## src/inc/strobe_map.svh

```systemverilog
// register map, opcodes and timing constants of the strobe coprocessor
`ifndef STROBE_MAP_SVH
`define STROBE_MAP_SVH
`define STROBE_PORT_ADDR  8'he1
`define STROBE_PORT_RESET 8'hc0
`define NOP_OPCODE        8'hc0
`define IMEM_DEPTH        24
`define CORE_CLK_MHZ      8
`define IMM_TOP_BITS      3'b111
`define STROBE_TOP_BITS   2'b11
`define PRG_LABEL         8'hba
`define RPT_TOP_BITS      4'ha
`define IMM_START         8'he1
`define IMM_STOP          8'he2
`define PRG_STOP          8'hdf
`define PRG_INT           8'hb9
`define PRG_WAITX         8'hbb
`define PRG_INCY          8'hbd
`define WAIT_TOP_BITS     3'b100
`define WAIT_ZERO_COUNT   6'h20
`define COUNTDOWN_HOLD    8'hff
`endif

```

## src/inc/strobe_pkg.sv

```systemverilog
// types shared by the strobe coprocessor files
package strobe_pkg;
  typedef struct packed {
    logic       wr;
    logic       rd;
    logic [7:0] addr;
    logic [7:0] wdata;
  } cpu_req_s;

  typedef struct packed {
    logic       valid;
    logic [7:0] code;
  } strobe_s;

  typedef enum logic [3:0] {
    ST_IDLE = 4'b0001,
    ST_RUN  = 4'b0010,
    ST_WAIT = 4'b0100,
    ST_IMM  = 4'b1000
  } seq_state_e;
endpackage

```

## src/verilog/instr_mem.sv

```systemverilog
// 24-byte instruction memory with sequential write pointer
`timescale 1ns/100ps
`include "strobe_map.svh"
module instr_mem #(
  parameter int DEPTH = `IMEM_DEPTH
) (
  // clocking
  input  wire logic       clk,
  input  wire logic       rst,
  input  wire logic       ce,
  // write side
  input  wire logic       wr,
  input  wire logic [7:0] wdata,
  input  wire logic       ptr_clear,
  // read side
  input  wire logic [4:0] raddr,
  output logic      [7:0] rdata
);
  logic [7:0] mem_r [DEPTH];
  logic [7:0] mem_nxt [DEPTH];
  logic [4:0] wptr_r, wptr_nxt;

  // pointer sticks at the last slot so extra bytes overwrite it
  always_comb begin
    mem_nxt  = mem_r;
    wptr_nxt = wptr_r;
    if (wr) begin
      mem_nxt[wptr_r] = wdata;
      if (wptr_r != 5'(DEPTH - 1))
        wptr_nxt = wptr_r + 5'h01;
    end
    if (ptr_clear)
      wptr_nxt = 5'h00;
  end

  always_ff @(posedge clk or posedge rst) begin
    if (rst) begin
      for (int i = 0; i < DEPTH; i++)
        mem_r[i] <= `NOP_OPCODE;
      wptr_r <= 5'h00;
    end else if (ce) begin
      mem_r  <= mem_nxt;
      wptr_r <= wptr_nxt;
    end
  end

  assign rdata = (raddr < 5'(DEPTH)) ? mem_r[raddr] : `NOP_OPCODE;
endmodule

```

## src/verilog/countdown.sv

```systemverilog
// overflow countdown register, decremented on each timer overflow while the sequencer runs, down to zero; a value of 0xff is held
`timescale 1ns/100ps
`include "strobe_map.svh"
module countdown (
  // clocking
  input  wire logic       clk,
  input  wire logic       rst,
  input  wire logic       ce,
  // control
  input  wire logic       load,
  input  wire logic [7:0] load_val,
  input  wire logic       running,
  input  wire logic       ovf,
  // state
  output logic      [7:0] value,
  output logic            zero
);
  logic [7:0] cnt_r, cnt_nxt;

  // 0xff means compare unused: never counts
  always_comb begin
    cnt_nxt = cnt_r;
    if (load)
      cnt_nxt = load_val;
    else if (running && ovf && cnt_r != `COUNTDOWN_HOLD && cnt_r != 8'h00)
      cnt_nxt = cnt_r - 8'h01;
  end

  always_ff @(posedge clk or posedge rst) begin
    if (rst)
      cnt_r <= `COUNTDOWN_HOLD;
    else if (ce)
      cnt_r <= cnt_nxt;
  end

  assign value = cnt_r;
  assign zero  = (cnt_r == 8'h00);
endmodule

```

## src/verilog/strobe_coprocessor.sv

```systemverilog
// strobe coprocessor front end: instruction port, sequencer, strobe out
//
// Functional notes
// - one instruction port plus data and control registers
// - raises interrupt requests toward the cpu
// - timer overflows pace waits and countdown
// - immediate strobes and stored program modes
// - immediate strobes go straight to radio; one written in the ST_IMM slot after a preemption is dropped
// - immediate strobes start and stop programs
// - program fetched sequentially, nine instructions decoded
// - timer-paced program runs backoff without cpu
// - port writes stored in memory; resets 0xc0
// - port read returns executing instruction
// - memory holds 24 bytes, filled sequentially
// - memory resets to no-operation opcode
// - coprocessor logic clocked at 8 mhz
// - immediate strobe first, program instruction afterwards
`timescale 1ns/100ps
`include "strobe_map.svh"
module strobe_coprocessor #(
  parameter int DEPTH = `IMEM_DEPTH
) (
  // clocking, core runs at 8 mhz
  input  wire logic                clk,
  input  wire logic                rst,
  input  wire logic                ce,
  // cpu special-function access
  input  wire strobe_pkg::cpu_req_s cpu_req,
  output logic               [7:0] cpu_rdata,
  // radio-space data and control registers
  input  wire logic                x_wr,
  input  wire logic                y_wr,
  input  wire logic                z_wr,
  input  wire logic                t_wr,
  input  wire logic                ctrl_wr,
  input  wire logic          [7:0] reg_wdata,
  output logic               [7:0] loop_data_reg_x,
  output logic               [7:0] general_data_reg_y,
  output logic               [7:0] general_data_reg_z,
  output logic               [7:0] overflow_countdown_reg,
  output logic               [7:0] coprocessor_control_reg,
  // mac timer
  input  wire logic                mac_ovf,
  // radio strobe
  output strobe_pkg::strobe_s      strobe,
  // interrupt flags and run status toward cpu
  output logic                     irq_stop,
  output logic                     irq_wait,
  output logic                     irq_int,
  output logic                     running
);
  strobe_pkg::seq_state_e st_r, st_nxt;
  logic [4:0] pc_r, pc_nxt, loop_r, loop_nxt;
  logic [5:0] wcnt_r, wcnt_nxt;
  logic [7:0] cur_r, cur_nxt, rd_r, rd_nxt;
  logic [7:0] x_r, x_nxt, y_r, y_nxt, z_r, z_nxt, ctl_r, ctl_nxt;
  strobe_pkg::strobe_s stb_r, stb_nxt;
  logic stop_r, stop_nxt, wt_r, wt_nxt, int_r, int_nxt, running_r, running_nxt;
  logic [7:0] imm_r, imm_nxt;
  logic [7:0] idata, t_val;
  logic       t_zero, port_wr, is_imm, mem_wr, ptr_clr, t_run;

  // top three bits set marks an immediate; 0xc0-0xdf must stay storable as program strobes
  function automatic logic imm_code(input logic [7:0] b);
    return b[7:5] == `IMM_TOP_BITS;
  endfunction

  // condition test shared by skip and repeat
  function automatic logic cond_true(input logic [2:0] c, input logic n,
                                     input logic [7:0] xv);
    logic r;
    r = (c == 3'h0) ? (xv == 8'h00) : (c == 3'h1) ? (xv != 8'h00) : 1'b0;
    return r ^ n;
  endfunction

  assign port_wr = cpu_req.wr && cpu_req.addr == `STROBE_PORT_ADDR;
  assign is_imm  = imm_code(cpu_req.wdata);
  // loading is only legal while idle; writes outside idle are not stored
  assign mem_wr  = port_wr && !is_imm && st_r == strobe_pkg::ST_IDLE;
  assign ptr_clr = port_wr && cpu_req.wdata == `IMM_STOP;
  assign t_run   = st_r != strobe_pkg::ST_IDLE;

  instr_mem #(.DEPTH(DEPTH)) u_mem (
    .clk       (clk),
    .rst       (rst),
    .ce        (ce),
    .wr        (mem_wr),
    .wdata     (cpu_req.wdata),
    .ptr_clear (ptr_clr),
    .raddr     (pc_r),
    .rdata     (idata)
  );

  countdown u_cnt (
    .clk      (clk),
    .rst      (rst),
    .ce       (ce),
    .load     (t_wr),
    .load_val (reg_wdata),
    .running  (t_run),
    .ovf      (mac_ovf),
    .value    (t_val),
    .zero     (t_zero)
  );

  // sequencer next state
  always_comb begin
    st_nxt   = st_r;
    pc_nxt   = pc_r;
    loop_nxt = loop_r;
    wcnt_nxt = wcnt_r;
    cur_nxt  = cur_r;
    imm_nxt  = imm_r;
    x_nxt    = x_wr ? reg_wdata : x_r;
    y_nxt    = y_wr ? reg_wdata : y_r;
    z_nxt    = z_wr ? reg_wdata : z_r;
    ctl_nxt  = ctrl_wr ? reg_wdata : ctl_r;
    stb_nxt  = '0;
    stop_nxt = 1'b0;
    wt_nxt   = 1'b0;
    int_nxt  = 1'b0;
    // immediate strobe preempts whatever runs
    if (port_wr && is_imm) begin
      if (cpu_req.wdata == `IMM_START && st_r == strobe_pkg::ST_IDLE) begin
        st_nxt = strobe_pkg::ST_RUN;
        pc_nxt = 5'h00;
      end else if (cpu_req.wdata == `IMM_STOP) begin
        st_nxt   = strobe_pkg::ST_IDLE;
        stop_nxt = t_run;
      end else if (st_r != strobe_pkg::ST_IMM && st_r != strobe_pkg::ST_IDLE) begin
        imm_nxt = cpu_req.wdata;
        stb_nxt = '{valid: 1'b1, code: cpu_req.wdata};
      end else if (st_r == strobe_pkg::ST_IDLE) begin
        stb_nxt = '{valid: 1'b1, code: cpu_req.wdata};
      end
    end else begin
      case (st_r)
        strobe_pkg::ST_IDLE: begin
          cur_nxt = `NOP_OPCODE;
        end
        strobe_pkg::ST_RUN: begin
          cur_nxt = idata;
          if (t_zero || pc_r >= 5'(DEPTH)) begin
            st_nxt   = strobe_pkg::ST_IDLE;
            stop_nxt = 1'b1;
          end else begin
            pc_nxt = pc_r + 5'h01;
            if (idata[7] == 1'b0) begin
              if (cond_true(idata[2:0], idata[3], x_r))
                pc_nxt = pc_r + 5'h01 + {2'h0, idata[6:4]};
            end else if (idata[7:5] == `WAIT_TOP_BITS) begin
              wcnt_nxt = (idata[4:0] == 5'h00) ? `WAIT_ZERO_COUNT : {1'b0, idata[4:0]};
              st_nxt   = strobe_pkg::ST_WAIT;
            end else if (idata == `PRG_WAITX) begin
              wcnt_nxt = x_r[5:0];
              st_nxt   = (x_r == 8'h00) ? strobe_pkg::ST_RUN : strobe_pkg::ST_WAIT;
            end else if (idata == `PRG_INT) begin
              int_nxt = 1'b1;
            end else if (idata == `PRG_INCY) begin
              y_nxt = y_r + 8'h01;
            end else if (idata == `PRG_LABEL) begin
              loop_nxt = pc_r + 5'h01;
            end else if (idata[7:4] == `RPT_TOP_BITS) begin
              if (cond_true(idata[2:0], idata[3], x_r))
                pc_nxt = loop_r;
            end else if (idata == `PRG_STOP) begin
              st_nxt   = strobe_pkg::ST_IDLE;
              stop_nxt = 1'b1;
            end else if (idata[7:6] == `STROBE_TOP_BITS && idata != `NOP_OPCODE) begin
              stb_nxt = '{valid: 1'b1, code: idata};
            end
          end
        end
        strobe_pkg::ST_WAIT: begin
          if (t_zero) begin
            st_nxt   = strobe_pkg::ST_IDLE;
            stop_nxt = 1'b1;
          end else if (mac_ovf) begin
            wcnt_nxt = wcnt_r - 6'h01;
            if (wcnt_r == 6'h01) begin
              st_nxt = strobe_pkg::ST_RUN;
              wt_nxt = 1'b1;
            end
          end
        end
        strobe_pkg::ST_IMM: begin
          st_nxt = strobe_pkg::ST_RUN;
        end
        default: st_nxt = strobe_pkg::ST_IDLE;
      endcase
    end
    // during a preemption the read shows the no-op code
    if (stb_nxt.valid && st_r != strobe_pkg::ST_IDLE && port_wr) begin
      st_nxt  = (st_r == strobe_pkg::ST_WAIT) ? strobe_pkg::ST_WAIT : strobe_pkg::ST_IMM;
      cur_nxt = `NOP_OPCODE;
    end
    rd_nxt = (cpu_req.rd && cpu_req.addr == `STROBE_PORT_ADDR) ? cur_nxt : rd_r;
    running_nxt = st_nxt != strobe_pkg::ST_IDLE;
  end

  always_ff @(posedge clk or posedge rst) begin
    if (rst) begin
      st_r   <= strobe_pkg::ST_IDLE;
      pc_r   <= 5'h00;
      loop_r <= 5'h00;
      wcnt_r <= 6'h00;
      cur_r  <= `STROBE_PORT_RESET;
      rd_r   <= `STROBE_PORT_RESET;
      imm_r  <= `NOP_OPCODE;
      x_r    <= 8'h00;
      y_r    <= 8'h00;
      z_r    <= 8'h00;
      ctl_r  <= 8'h00;
      stb_r  <= '0;
      stop_r <= 1'b0;
      wt_r   <= 1'b0;
      int_r  <= 1'b0;
      running_r <= 1'b0;
    end else if (ce) begin
      st_r   <= st_nxt;
      pc_r   <= pc_nxt;
      loop_r <= loop_nxt;
      wcnt_r <= wcnt_nxt;
      cur_r  <= cur_nxt;
      rd_r   <= rd_nxt;
      imm_r  <= imm_nxt;
      x_r    <= x_nxt;
      y_r    <= y_nxt;
      z_r    <= z_nxt;
      ctl_r  <= ctl_nxt;
      stb_r  <= stb_nxt;
      stop_r <= stop_nxt;
      wt_r   <= wt_nxt;
      int_r  <= int_nxt;
      running_r <= running_nxt;
    end
  end

  // outputs straight from flops; countdown flop lives in its submodule
  assign cpu_rdata               = rd_r;
  assign loop_data_reg_x         = x_r;
  assign general_data_reg_y      = y_r;
  assign general_data_reg_z      = z_r;
  assign overflow_countdown_reg  = t_val;
  assign coprocessor_control_reg = ctl_r;
  assign strobe                  = stb_r;
  assign irq_stop                = stop_r;
  assign irq_wait                = wt_r;
  assign irq_int                 = int_r;
  assign running                 = running_r;
endmodule

```

## config.mk

```make
export PLATFORM = sky130hd
export DESIGN_NAME = strobe_coprocessor
export DESIGN_NICKNAME = d
export VERILOG_FILES = /design/src/inc/strobe_pkg.sv /design/src/verilog/instr_mem.sv /design/src/verilog/countdown.sv /design/src/verilog/strobe_coprocessor.sv
export VERILOG_INCLUDE_DIRS = /design/src /design/src/inc
export SDC_FILE = /design/constraint.sdc
export NUM_CORES = 1
export LEC_CHECK = 0
export BUFFER_PORTS_ARGS = -buffer_cell sky130_fd_sc_hd__buf_2
export CAP_MARGIN = 20
export CORE_MARGIN = 2
export CORE_UTILIZATION = 36
export DETAILED_ROUTE_END_ITERATION = 7
export GPL_ROUTABILITY_DRIVEN = 0
export GPL_TIMING_DRIVEN = 0
export HOLD_SLACK_MARGIN = 0.08
export PLACE_DENSITY = 0.55
export SYNTH_ARGS = -nofsm -noshare
export SYNTH_HDL_FRONTEND = slang
export SYNTH_SLANG_ARGS = --single-unit
```

## constraint.sdc

```tcl
create_clock -name clk -period 9.7 [get_ports clk]
set_clock_uncertainty 0.2 [all_clocks]
set_input_delay 0.485 -clock clk [delete_from_list [all_inputs] [get_ports clk]]
set_output_delay 0.485 -clock clk [all_outputs]
set_load 0.01 [all_outputs]
```

Word-level counts from Yosys, hierarchy flattened:

Index checks and enable logic that the tools add are counted.

* bits in registers: 286
* input bits: 35
* output and inout port bits: 61
* word-level logic and storage cells: 239

* $add $sub $neg: 6
* magnitude comparators: 5
* equality and inequality tests: 31
* mux-type cells: 108
* bitwise gates (word level): 9
* reductions and logical operators: 38

Operator list (count)
* 192-bit bitwise mux: 1
* 9-bit two-way mux: 16
* 8-bit two-way mux: 17
* 5-bit two-way mux: 16
* 4-bit two-way mux: 17
* 8-bit equality test, second input constant: 8
* 6-bit two-way mux: 7
* 8-bit binary-select mux with 5-bit select: 1
* 8-bit demux with 5-bit select: 1
* 1-bit two-way mux: 27
* 8-bit zero test: 2
* 8-bit != test, second input constant: 2
* 4-bit case mux with 4 select lines: 1
* 8-bit case mux with 2 select lines: 1
* 8-bit nonzero test: 2
* 1-bit logical AND: 15
* 6-bit greater-or-equal comparator, second input constant: 2
* 5-bit NOT with 6-bit output: 2
* 6-bit case mux with 2 select lines: 1
* 2-bit AND reduction: 6
* 5-bit by 1-bit adder with 5-bit output, second input constant: 2
* 2-bit != test, second input constant: 5
* 10-bit AND reduction: 1
* 2-bit nonzero test: 5
* other kinds (31): 39

Logic depth before layout (Yosys ltp):

Gate-level depths: netlist of the first run.

* word-level depth: 23
* mapped depth: 16
* mapped depth without buffers: 11

Modules after synthesis:

A second synthesis of the first run with hierarchy kept.

* cell total of the unflattened synthesis: 1187
* area, all modules: 14576.5 sq um

By module, submodules not included
* instr_mem: instances 1, cells each 653, area an instance 9335.2 sq um, seq. area each 4989.8 sq um
* strobe_coprocessor: instances 1, cells each 466, area an instance 4604.4 sq um, seq. area each 2033.2 sq um
* countdown: instances 1, cells each 68, area an instance 636.9 sq um, seq. area each 210.2 sq um

Worst setup path before layout of the first run:

OpenSTA, ideal clock, no wires.

* kind: reg-to-reg
* start point: reg pc_r[0]
* end point: reg y_r[4], in the netlist general_data_reg_y[4]
* setup time: 0.094 ns
* arrival: 2.956 ns
* data required time: 9.406 ns
* slack: 6.450 ns
* stages on the path, launching flop included: 11
* path buffers: 1
* period minus slack after synthesis: 3.250 ns
* cell sequence: dfrtp_1 > buf_6 > mux4_1 > mux2_2 > o21ai_4 > o311ai_4 > or2_4 > or4b_4 > nor2_4 > o21ai_1 > a221oi_2

* word-level cells in the longest chain between the ends: 14
* elaborated cells on any way between the ends: 20
* classes of those cells: 2 x order compare; 4 x eq/ne; 12 x mux; 1 x bitwise; 1 x reduce/logical

RTL lines
* start, declared: line strobe_coprocessor.sv:53 `logic [4:0] pc_r, pc_nxt, loop_r, loop_nxt;`
* start signal, assigned: line strobe_coprocessor.sv:221 `pc_r <= pc_nxt;`
* 5-bit NOT with 6-bit output (not written as such): line instr_mem.sv:47 `` assign rdata = (raddr < 5'(DEPTH)) ? mem_r[raddr] : `NOP_OPCODE; ``
* 8-bit binary-select mux with 5-bit select: line instr_mem.sv:47
* 8-bit two-way mux (not written as such) (2 in a row): line instr_mem.sv:47
* 8-bit two-way mux (no line)
* 8-bit equality test (no line)
* 8-bit two-way mux: line strobe_coprocessor.sv:159 `` end else if (idata == `PRG_INCY) begin ``
* 8-bit two-way mux: line strobe_coprocessor.sv:157 `` end else if (idata == `PRG_INT) begin ``
* 8-bit two-way mux: line strobe_coprocessor.sv:154 `` end else if (idata == `PRG_WAITX) begin ``
* 8-bit two-way mux: line strobe_coprocessor.sv:151 `` end else if (idata[7:5] == `WAIT_TOP_BITS) begin ``
* 8-bit two-way mux: line strobe_coprocessor.sv:148 `if (idata[7] == 1'b0) begin`
* 8-bit two-way mux *: line strobe_coprocessor.sv:143 `if (t_zero || pc_r >= 5'(DEPTH)) begin`
* 8-bit two-way mux *: line strobe_coprocessor.sv:137 `case (st_r)`
* 8-bit two-way mux *: line strobe_coprocessor.sv:123 `if (port_wr && is_imm) begin`
* end signal, assigned: line strobe_coprocessor.sv:228 `y_r <= y_nxt;`
* end, declared: line strobe_coprocessor.sv:56 `logic [7:0] x_r, x_nxt, y_r, y_nxt, z_r, z_nxt, ctl_r, ctl_nxt;`

Mark *: on every way between the ends. The rest lies on a longest branch, timed or not. The select of a mux whose other input is x is not followed.
A chain may end at the register's enable or synchronous reset.

Final worst setup path of the first run:

* start point: reg pc_r[2]
* end point: reg rd_r[0], in the netlist cpu_rdata[0]

* word-level cells in the longest chain between the ends: 22
* elaborated cells on any way between the ends: 35
* classes of those cells: 2 x order compare; 9 x eq/ne; 19 x mux; 1 x bitwise; 4 x reduce/logical

RTL lines
* 5-bit NOT with 6-bit output (not written as such): line instr_mem.sv:47
* 8-bit binary-select mux with 5-bit select: line instr_mem.sv:47
* 8-bit two-way mux (not written as such) (2 in a row): line instr_mem.sv:47
* 8-bit two-way mux (no line)
* 8-bit != test (no line) / 2-bit equality test (equally long branches)
* 1-bit logical AND (no line)
* 9-bit two-way mux: line strobe_coprocessor.sv:169 `` end else if (idata[7:6] == `STROBE_TOP_BITS && idata != `NOP_OPCODE) begin ``
* 9-bit two-way mux: line strobe_coprocessor.sv:166 `` end else if (idata == `PRG_STOP) begin ``
* (+4 left out)
* 9-bit two-way mux: line strobe_coprocessor.sv:154
* 9-bit two-way mux: line strobe_coprocessor.sv:151
* 9-bit two-way mux: line strobe_coprocessor.sv:148
* 9-bit two-way mux: line strobe_coprocessor.sv:143
* 9-bit two-way mux: line strobe_coprocessor.sv:137
* 9-bit two-way mux: line strobe_coprocessor.sv:123
* 1-bit logical AND (2 in a row): line strobe_coprocessor.sv:193 `if (stb_nxt.valid && st_r != strobe_pkg::ST_IDLE && port_wr) begin`
* 8-bit two-way mux *: line strobe_coprocessor.sv:193
* end signal, assigned: line strobe_coprocessor.sv:208 `` rd_r <= `STROBE_PORT_RESET; ``
* end signal, assigned: line strobe_coprocessor.sv:225 `rd_r <= rd_nxt;`
* end, declared: line strobe_coprocessor.sv:55 `logic [7:0] cur_r, cur_nxt, rd_r, rd_nxt;`

Marks and branches as above.

==> impl_summary.txt, run 1 <==
----------------------------------------------------
[Status]
  Run status ... complete, no violations

[Detailed routing]
  Final ANT Viol Nets ... 0
  Remaining DRCs ... 0
  Drt first-iter violations ... roughly 730
  Routed vias/inst ... 5.49
  Via total after detailed routing ... 10600
  Routed wire length ... roughly 43000 um
  Router iterations before antenna repair ... 7
  Wire per inst ... 22.4 um

[Critical path]
  Worst setup SP type ... flip-flop
  Critical Path AT ... approximately 4800 ps
  Type of element capturing the critical path ... flip-flop
  Top fanout value on the critical path ... 10
  Required time reported for the critical path endpoint ... about 10000 ps
  Flop2flop setup slack ... about 5200 ps
  Critical R2R Launch ... pc_r[2]
  Path depth of the worst reg2reg path ... 12
  End of the worst register-to-register path ... cpu_rdata[0]
  Kind of critical path ... flip-flop to flip-flop

[Yosys]
  Sequential cell area fraction in the yosys report ... 0.498
  Synthesized cell area ... roughly 0.015 mm2
  Post-synth EDFFs ... 0
  Synth Flop Type ... dfrtp_1
  Number of warning messages in the yosys log ... 0
  Proportion of synthesized flip-flops having asynchronous set or reset ... 1.00
  Average cell area after synthesis ... 11.8 um2
  Synth Instances ... 1232
  Post-synthesis net count ... 1282
  Flops & latches, synth ... 286
  Distinct cell type count after synthesis ... 80

[Layout]
  Fraction of final layout cells with drive strength greater than 1 ... 0.356
  Highest-count cells in the layout ignoring fill and taps ... 235 x mux2_2, 225 x dfrtp_1, 102 x buf_2, 96 x nor2_1, 70 x nand2_1
  Max FFs per register ... 192
  Number of nets at the end of the flow ... 1437
  Share of the core filled with cells ... 0.428
  Antenna Cells ... 0
  Number of fill cells in the layout ... 3835
  Commonest non-fill, non-tap cell in the layout ... mux2_2
  Top reg by flops ... u_mem.mem_r
  Area growth syn-to-layout ... 17.3%

[Timing]
  Max Freq ... about 220 MHz
  Final critical-path share of the clock period ... 0.467
  Final critical delay including setup and external delays ... 4530 ps
  Worst slew margin relative to its limit ... 0.222
  Final number of setup-violating endpoints ... 0
  Measured slew at the worst slew-check pin ... 1160 ps
  Final Slew Violations ... 0
  Setup_tns ... 0 ps
  RSZ-0062 raised after global routing ... false
  Final Hold Violating Endpoints ... 0

[CTS]
  Number of CTS-inserted buffers ... 35
  Reg clk slew, reported paths ... ~60 ps
  CTS tree ... done
  H-tree Lvls ... 2
  Clock latency on the worst-skew pair ... 550 ps
  Sinks on Clock Net ... 286
  CTS Root Buffer Type ... clkbuf_16
  Maximum buffer depth of the clock tree ... 3
  Number of instances resized during post-cts repair ... 0
  Post-CTS setup repair buffer count ... 0

[Floorplanning]
  Horizontal extent of the die ... 205 um
  IO Count ... 96
  Vertical die dimension ... 205 um
  Die Footprint ... 0.0420 mm2
  Starting density of the core ... 0.365
  Standard-cell rows ... 73
  Core Region ... 0.0398 mm2

[Global routing]
  Largest net degree at the start of global routing ... approximately 120
  Wire length of the first global-routing pass ... 66000 um
  All-Layer GR Usage ... 0.210
  Initial antenna violation count ... 1
  Vias in the first global route ... ~11000
  Residual overflow from global routing ... 0

[Min path]
  Hold-critical path depth ... 2
  Class of the worst hold path ... input pin to flip-flop
  Min-delay src ... reg_wdata[4]
  Hold Path Sink ... general_data_reg_z[4]

[Power and ir drop]
  Total chip power ... 3.91 mW
  Leakage ... 7.68 nW
  Maximum vdd ir drop ... 0.128 mV
  Power per unit of standard cell area ... ~230 mW/mm2

[Run]
  MaxCap Viol Count ... 0

[Placed design]
  Placed wire-length estimate ... 30400 um
  Port bufs ... 94

----------------------------------------------------
[cells in the mapped netlist (5+ instances only)]
cell	n	share of area
a211oi_1	7	0.0036
a21oi_1	50	0.017
a22oi_1	33	0.017
and2_1	7	0.0030
and3_1	6	0.0026
buf_1	10	0.0026
buf_2	7	0.0024
buf_4	8	0.0041
clkbuf_1	37	0.0096
dfrtp_1	225	0.39
dfstp_2	61	0.11
ha_1	15	0.013
inv_1	22	0.0057
mux2_2	235	0.18
mux2i_1	66	0.045
mux4_2	14	0.022
nand2_1	70	0.018
nand2b_1	13	0.0056
nand3_1	45	0.015
nand3b_1	7	0.0036
nand4_1	7	0.0030
nor2_1	96	0.025
nor2b_1	17	0.0073
nor3_1	12	0.0041
nor4_1	7	0.0030
o211ai_1	5	0.0026
o21ai_0	42	0.014
or3_1	6	0.0026
xnor2_1	5	0.0030
xor2_1	5	0.0030
[report_power, final]
part	internal [mW]	total [mW]	switching, mW	leakage [nW]
Combinational	0.447	1.28	0.830	3.48
Sequential	1.28	1.36	0.0708	3.66
Clock	0.760	1.28	0.521	0.539
Total	2.49	3.91	1.42	7.68
[routing by layer]
layer	vias to the layer above	global-route usage	part of all wire
met1	5405	0.280	0.44
li1	4841	-	-
met5	-	0	0.00030
met3	80	0.0374	0.051
met2	283	0.337	0.47
met4	2	0.0879	0.034
[layout make-up]
class                   instances  area [um2]  share of cell area
flip-flops and latches        286        7230               0.424
multi-input cells             859        6910               0.405
repair buffers                118         751              0.0440
clock inverters                 5        65.1             0.00382
inverters                      22        90.1             0.00528
well taps                     525         657              0.0385
clock buffers                  53        1030              0.0607
plain buffers                  65         305              0.0179
[cells by family (layout without fill, tap and decap cells)]
family                   Yosys count  count (layout)  share of synthesized area
flip-flops                       286             286                      0.498
AO/OA/AOI/OAI                    195             195                     0.0902
AND/OR/NAND/NOR                  319             319                      0.109
XOR/XNOR                          10              10                    0.00603
buffers and inverters             87             263                     0.0267
multiplexers                     319             319                      0.256
adder cells (fa/ha/maj)           16              16                     0.0136
[how the worst max path moves through the flow]
stage / from / endpoint / slack (ps) / depth (start not counted)
2_1_floorplan: rst / coprocessor_control_reg[0] / 1220 / 1
3_3_place_gp: rst / u_mem.mem_r[67] / -2420 / 2
3_5_place_dp: pc_r[2] / general_data_reg_y[5] / 5230 / 12
4_1_cts: pc_r[2] / cpu_rdata[0] / 5170 / 12
5_1_grt: pc_r[2] / cpu_rdata[0] / 4880 / 12
6_report: pc_r[2] / cpu_rdata[0] / 5170 / 12
[critical path: stages (launching register included)]
cell and delay (ps):
dfrtp_1 430, buf_2 250, buf_2 290, nor2_1 580, a22oi_1 190, nand3_1 280
o211ai_2 370, nor3_1 380, a31o_2 240, o21bai_1 100, and2_1 230, o41ai_1 330
dlygate4sd3_1 580
[through the flow]
stage | cells | cell area, um2 | hold WS, ps | setup WS [ps]
5_1_grt | 1933 | 17000 | 102 | 4880
3_5_place_dp | 1864 | 15800 | 280 | 5230
3_3_place_gp | 1851 | 15700 | 270 | -2420
6_report | 1933 | 17000 | 108 | 5170
4_1_cts | 1932 | 17000 | 92.2 | 5170
2_1_floorplan | 1232 | 14500 | 253 | 1220
[what timing repair did]
action,CTS,global route
endpoints found under the setup margin,0,0
hold buffers,10,0
endpoints found under the hold margin,80,0
No activity file was read; power rests on OpenSTA's default activity.
==> inputs of run 2 (changes only) <==
==> constraint.sdc (replaced) <==
create_clock -name clk -period 4.5 [get_ports clk]
set_clock_uncertainty 0.2 [all_clocks]
set_input_delay 0.225 -clock clk [delete_from_list [all_inputs] [get_ports clk]]
set_output_delay 0.225 -clock clk [all_outputs]
set_load 0.01 [all_outputs]
==> impl_summary.txt, run 2 (synthesis gave the netlist of run 1 again) <==
----------------------------------------------------
[Timing]
  Final Slew Violations ... 0
  Final number of setup-violating endpoints ... 0
  Worst setup slack after layout ... between 200 and 250 ps
  Worst slew margin relative to its limit ... 0.201
  Final critical-path share of the clock period ... 0.951
  RSZ-0062 raised after global routing ... false
  Final critical delay including setup and external delays ... between 4000 and 5000 ps
  Measured slew at the worst slew-check pin ... 1190 ps
  Max Freq ... about 230 MHz
  Final Hold Violating Endpoints ... 0

[Placed design]
  Placed wire-length estimate ... 30600 um
  Port bufs ... 94
  Post-Place Worst Slack ... 58.2 ps
  Number of instances in the placed design ... 1868

[Power and ir drop]
  Internal ... 5.43 mW
  Fraction of power consumed by the clock network ... 0.329
  Maximum vdd ir drop ... ~0.24 mV
  Leakage ... 7.81 nW
  Total chip power ... between 8 and 9 mW
  Portion of total power attributed to combinational logic ... 0.326
  Power per unit of standard cell area ... 490 mW/mm2
  Reported net switching power ... slightly above 3 mW
  Share of total power in sequential cells ... 0.344
  Switching share of power ... 0.360

[Detailed routing]
  Via total after detailed routing ... 10700
  Routed vias/inst ... 5.45
  Routed wire length ... 43000 um
  Router iterations before antenna repair ... 7
  Drt first-iter violations ... 676
  Wire per inst ... 22.0 um
  Remaining DRCs ... 0
  Final ANT Viol Nets ... 0

[Critical path]
  Kind of critical path ... flip-flop to flip-flop
  Cell with the largest stage delay on the worst path ... o211ai_2
  Worst setup SP type ... flip-flop
  Longest individual stage delay on the worst path ... between 500 and 600 ps
  Required time reported for the critical path endpoint ... 4710 ps
  Cell-by-cell trace of the critical path ... buf_2 > buf_4 > buf_2 > mux2i_1 > a22oi_1 > nand2_1 > o211ai_2 > nor3_1 > a31o_2 > o21bai_1 > clkbuf_1 > nand2_1 > a221o_1
  Critical Path AT ... 4490 ps
  Type of element capturing the critical path ... flip-flop
  Top fanout value on the critical path ... 10

[CTS]
  Number of CTS-inserted buffers ... 34
  Post-CTS setup repair buffer count ... 0
  Sinks on Clock Net ... 286
  Clock latency on the worst-skew pair ... ~550 ps
  Reg clk slew, reported paths ... 60 ps
  CTS tree ... done
  CTS Root Buffer Type ... clkbuf_16
  H-tree Lvls ... 2
  Maximum buffer depth of the clock tree ... 3

[Layout]
  Number of nets at the end of the flow ... 1458
  Area growth syn-to-layout ... 19.3%
  Highest-count cells in the layout ignoring fill and taps ... 235 x mux2_2, 225 x dfrtp_1, 102 x buf_2, 95 x nor2_1, 70 x nand2_1
  Top reg by flops ... u_mem.mem_r
  Number of fill cells in the layout ... 3801
  Commonest non-fill, non-tap cell in the layout ... mux2_2
  Max FFs per register ... 192
  Fraction of final layout cells with drive strength greater than 1 ... 0.359
  Non-filler cells in the finished layout ... 1956

[Run]
  MaxCap Viol Count ... 0

[Floorplanning]
  Starting density of the core ... 0.365
  Core Region ... 0.0398 mm2
  Horizontal extent of the die ... 205 um
  Vertical die dimension ... 205 um
  Die Footprint ... 0.0420 mm2
  Standard-cell rows ... 73
  IO Count ... 96

[Global routing]
  All-Layer GR Usage ... 0.207
  Residual overflow from global routing ... 0
  Wire length of the first global-routing pass ... 65700 um
  Initial antenna violation count ... 0
  Vias in the first global route ... 10700
  Largest net degree at the start of global routing ... 45

[Min path]
  Class of the worst hold path ... input pin to flip-flop

[Status]
  Run status ... complete, no violations

----------------------------------------------------
run 2: cell count changes in the layout (fill, tap and decap cells not counted), sizes merged, moves of 2 or more:
| cell | change |
|---|---|
| clkinvlp | +2 |
| dlygate4sd3 | +17 |
| clkinv | +2 |
| clkbuf | -4 |
| buf | +5 |
run 2: critical path: cells and delay by family (launching register included):
kind	cells	cell delay [ps]
AOI/OAI and AO/OA	5	1540
buffers and inverters	4	1350
DFF	1	420
muxes	1	130
and+or+nand+nor	3	490
run 2: cell type report:
class | count | area, um2 | share of cell area
Clock inverter | 9 | 124 | 0.00714
Timing Repair Buffer | 140 | 995 | 0.0574
Clock buffer | 49 | 1010 | 0.0581
Inverter | 22 | 86.3 | 0.00498
Antenna cell | 1 | 2.50 | 0.000144
Multi-Input combinational cell | 859 | 6930 | 0.400
Tap cell | 525 | 657 | 0.0379
Sequential cell | 286 | 7230 | 0.417
Buffer | 65 | 305 | 0.0176
run 2: timing repair:
action,4_1_cts,5_1_grt
resized for setup,0,4
endpoints found under the hold margin,143,0
hold buffers,27,0
endpoints found under the setup margin,0,21
run 2: per-layer routing:
layer / share of wire / vias to the layer above / wire, um / GRT usage
met4: 0.031 / 0 / 1340 / 0.0794
met1: 0.45 / 5469 / 19300 / 0.278
met2: 0.48 / 249 / 20700 / 0.340
li1: - / 4866 / - / -
met5: 0 / - / 0 / 0
met3: 0.039 / 73 / 1660 / 0.0288
run 2: final timing paths:
kind / startpoint / endpoint / slack, ps / cells past startpoint
min in group asynchronous: rst / u_mem.mem_r[123] / 140 / 3
worst max-delay path: pc_r[2] / st_r[3] / 220 / 13
worst max register to register: pc_r[2] / st_r[3] / 220 / 13
max in group asynchronous: rst / cur_r[7] / 2710 / 6
worst min register to register: cur_r[6] / cur_r[6] / 300 / 2
worst min-delay path: z_wr / general_data_reg_z[6] / 100 / 3
run 2: stage by stage:
step                 util  cell area (um2)  setup TNS, ps  hold WS, ps
global route        0.435            17300              0          131
detailed placement  0.399            15900              0          163
floorplan               -            14500              0          140
finish              0.435            17300              0          102
CTS                 0.434            17300              0         86.6
global placement    0.393            15700        -363190          270
run 2: power groups by stage:
stage          registers (mW)  clock network [mW]  logic (mW)
6_report                 2.92                2.80        2.77
5_1_grt                  2.95                2.96        3.01
3_5_place_dp             2.96                   0        2.73
2_1_floorplan            2.96                   0        1.81
4_1_cts                  2.92                2.85        2.76
3_3_place_gp             2.96                   0        2.70
==> inputs of run 3 (changes only) <==
--- a/config.mk
+++ b/config.mk
@@ -15,6 +15,7 @@
 export GPL_TIMING_DRIVEN = 0
 export HOLD_SLACK_MARGIN = 0.08
 export PLACE_DENSITY = 0.55
+export RECOVER_POWER = 100
 export SYNTH_ARGS = -nofsm -noshare
 export SYNTH_HDL_FRONTEND = slang
 export SYNTH_SLANG_ARGS = --single-unit
==> constraint.sdc (replaced) <==
create_clock -name clk -period 4.5 [get_ports clk]
set_clock_uncertainty 0.2 [all_clocks]
set_input_delay 1.125 -clock clk [delete_from_list [all_inputs] [get_ports clk]]
set_output_delay 1.125 -clock clk [all_outputs]
set_load 0.01 [all_outputs]
==> impl_summary.txt, run 3 (synthesis gave the netlist of run 1 again) <==
----------------------------------------------------
[Global routing]
  Largest net degree at the start of global routing ... 45
  All-Layer GR Usage ... 0.206
  Initial antenna violation count ... 0
  Residual overflow from global routing ... 0
  Vias in the first global route ... 10600
  Wire length of the first global-routing pass ... 65300 um

[Placed design]
  Placed wire-length estimate ... 30600 um
  Post-Place Worst Slack ... -205 ps
  Port bufs ... 94
  Dpl cell area ... around 0.016 mm2

[Layout]
  Share of the core filled with cells ... 0.423
  Area growth syn-to-layout ... 16.0%
  Highest-count cells in the layout ignoring fill and taps ... 235 x mux2_2, 225 x dfrtp_1, 110 x clkbuf_1, 95 x nor2_1, 70 x nand2_1
  Commonest non-fill, non-tap cell in the layout ... mux2_2
  Top reg by flops ... u_mem.mem_r
  Fraction of final layout cells with drive strength greater than 1 ... 0.312
  Max FFs per register ... 192
  Number of nets at the end of the flow ... around 1400
  Number of fill cells in the layout ... 3874
  Final design instance area without fill ... 0.0169 mm2

[Critical path]
  Critical Path AT ... 4520 ps
  Required time reported for the critical path endpoint ... 4710 ps
  Longest individual stage delay on the worst path ... between 500 and 600 ps
  Cell with the largest stage delay on the worst path ... o211ai_2
  Kind of critical path ... flip-flop to flip-flop
  Worst path most repeated cell ... nand2_1
  Worst setup SP type ... flip-flop
  Type of element capturing the critical path ... flip-flop
  Cell-by-cell trace of the critical path ... buf_2 > buf_4 > clkbuf_2 > mux2i_1 > a22oi_1 > nand2_1 > o211ai_2 > nor3_1 > a31o_2 > o21bai_1 > clkbuf_1 > nand2_1 > a221o_1
  Top fanout value on the critical path ... 10

[Timing]
  Max Freq ... 232 MHz
  Worst setup slack after layout ... roughly 200 ps
  Setup_tns ... 0 ps
  Final critical delay including setup and external delays ... 4300 ps
  Final Hold Violating Endpoints ... 0
  Measured slew at the worst slew-check pin ... 2230 ps
  RSZ-0062 raised after global routing ... false
  Final number of setup-violating endpoints ... 0
  Final Slew Violations ... around 80
  Worst slew margin relative to its limit ... -0.484
  Final critical-path share of the clock period ... 0.956

[CTS]
  Clock latency on the worst-skew pair ... approximately 550 ps
  Number of CTS-inserted buffers ... 34
  Number of hold buffers added after CTS ... 0
  H-tree Lvls ... 2
  Post-CTS setup repair buffer count ... 0
  CTS tree ... done
  Reg clk slew, reported paths ... roughly 60 ps
  Maximum buffer depth of the clock tree ... 3
  Sinks on Clock Net ... 286
  CTS Root Buffer Type ... clkbuf_16

[Floorplanning]
  Standard-cell rows ... 73
  Die Footprint ... between 0.04 and 0.05 mm2
  Vertical die dimension ... 205 um
  Core Region ... 0.0398 mm2
  Starting density of the core ... 0.365
  Horizontal extent of the die ... 205 um
  IO Count ... 96

[Power and ir drop]
  Total chip power ... 8.44 mW
  Power per unit of standard cell area ... roughly 500 mW/mm2
  Leakage ... 7.44 nW
  Maximum vdd ir drop ... 0.241 mV

[Detailed routing]
  Routed vias/inst ... 5.45
  Drt first-iter violations ... 694
  Wire per inst ... 22.2 um
  Remaining DRCs ... 0
  Routed wire length ... 42800 um
  Router iterations before antenna repair ... 6
  Final ANT Viol Nets ... 0
  Via total after detailed routing ... 10500

[Run]
  MaxCap Viol Count ... 2

[Status]
  Run status ... finished, violations left
  Failing checks ... capacitance limit, slew limit

[Min path]
  Class of the worst hold path ... flip-flop to flip-flop

----------------------------------------------------
[run 3: cell count changes in the layout (fill, tap and decap cells not counted), moves of 2 or more]
| cell | delta |
|---|---|
| dlygate4sd3_1 | -27 |
| clkbuf_2 | +2 |
| buf_12 | -5 |
| buf_4 | -3 |
| dfstp_2 | -8 |
| buf_6 | -5 |
| dfstp_1 | +8 |
| clkbuf_1 | +68 |
| buf_2 | -56 |
[run 3: worst max-delay path: cells and delay by family (launching register included)]
kind / cells / cell delay (ps)
flops: 1 / 420
mux: 1 / 140
compound gates: 5 / 1550
buf+inv: 4 / 1360
simple gates: 3 / 500
[run 3: power breakdown]
group          total (mW)  switching [mW]  internal, mW  leakage [nW]
registers            2.92           0.158          2.76          3.66
logic                2.73            1.78         0.945          3.22
clock network        2.80            1.12          1.68         0.558
total                8.44            3.06          5.38          7.44
[run 3: cell type report]
type                            instances  area (um2)  area share
Antenna cell                            1        2.50    0.000148
Buffer                                 65         305      0.0181
Clock buffer                           49        1010      0.0597
Clock inverter                          9         124     0.00734
Inverter                               22        83.8     0.00497
Multi-Input combinational cell        859        6930       0.411
Sequential cell                       286        7230       0.429
Tap cell                              525         657      0.0389
Timing Repair Buffer                  113         527      0.0312
[run 3: metal layers]
metal	wire length, um	track usage
met1	19100	0.277
met2	20400	0.338
met3	1940	0.0293
met4	1390	0.0791
met5	0	0
[run 3: final timing paths]
kind	depth (start not counted)	endpoint	slack, ps	from
worst max register to register	13	st_r[3]	200	pc_r[2]
max in group asynchronous	5	st_r[0]	580	rst
worst max-delay path	13	st_r[3]	200	pc_r[2]
min in group asynchronous	2	u_mem.mem_r[123]	640	rst
worst min register to register	2	cur_r[6]	300	cur_r[6]
worst min-delay path	2	cur_r[6]	300	cur_r[6]
[run 3: timing repair]
| action | 4_1_cts | 5_1_grt |
|---|---|---|
| gates resized for setup | 0 | 4 |
| setup endpoints to repair | 0 | 21 |
| hold endpoints to repair | 0 | 0 |
[run 3: stage by stage]
stage          instances  hold slack (ps)
2_1_floorplan       1232              253
3_3_place_gp        1851              270
3_5_place_dp        1868              276
4_1_cts             1926              295
5_1_grt             1928              313
6_report            1929              296
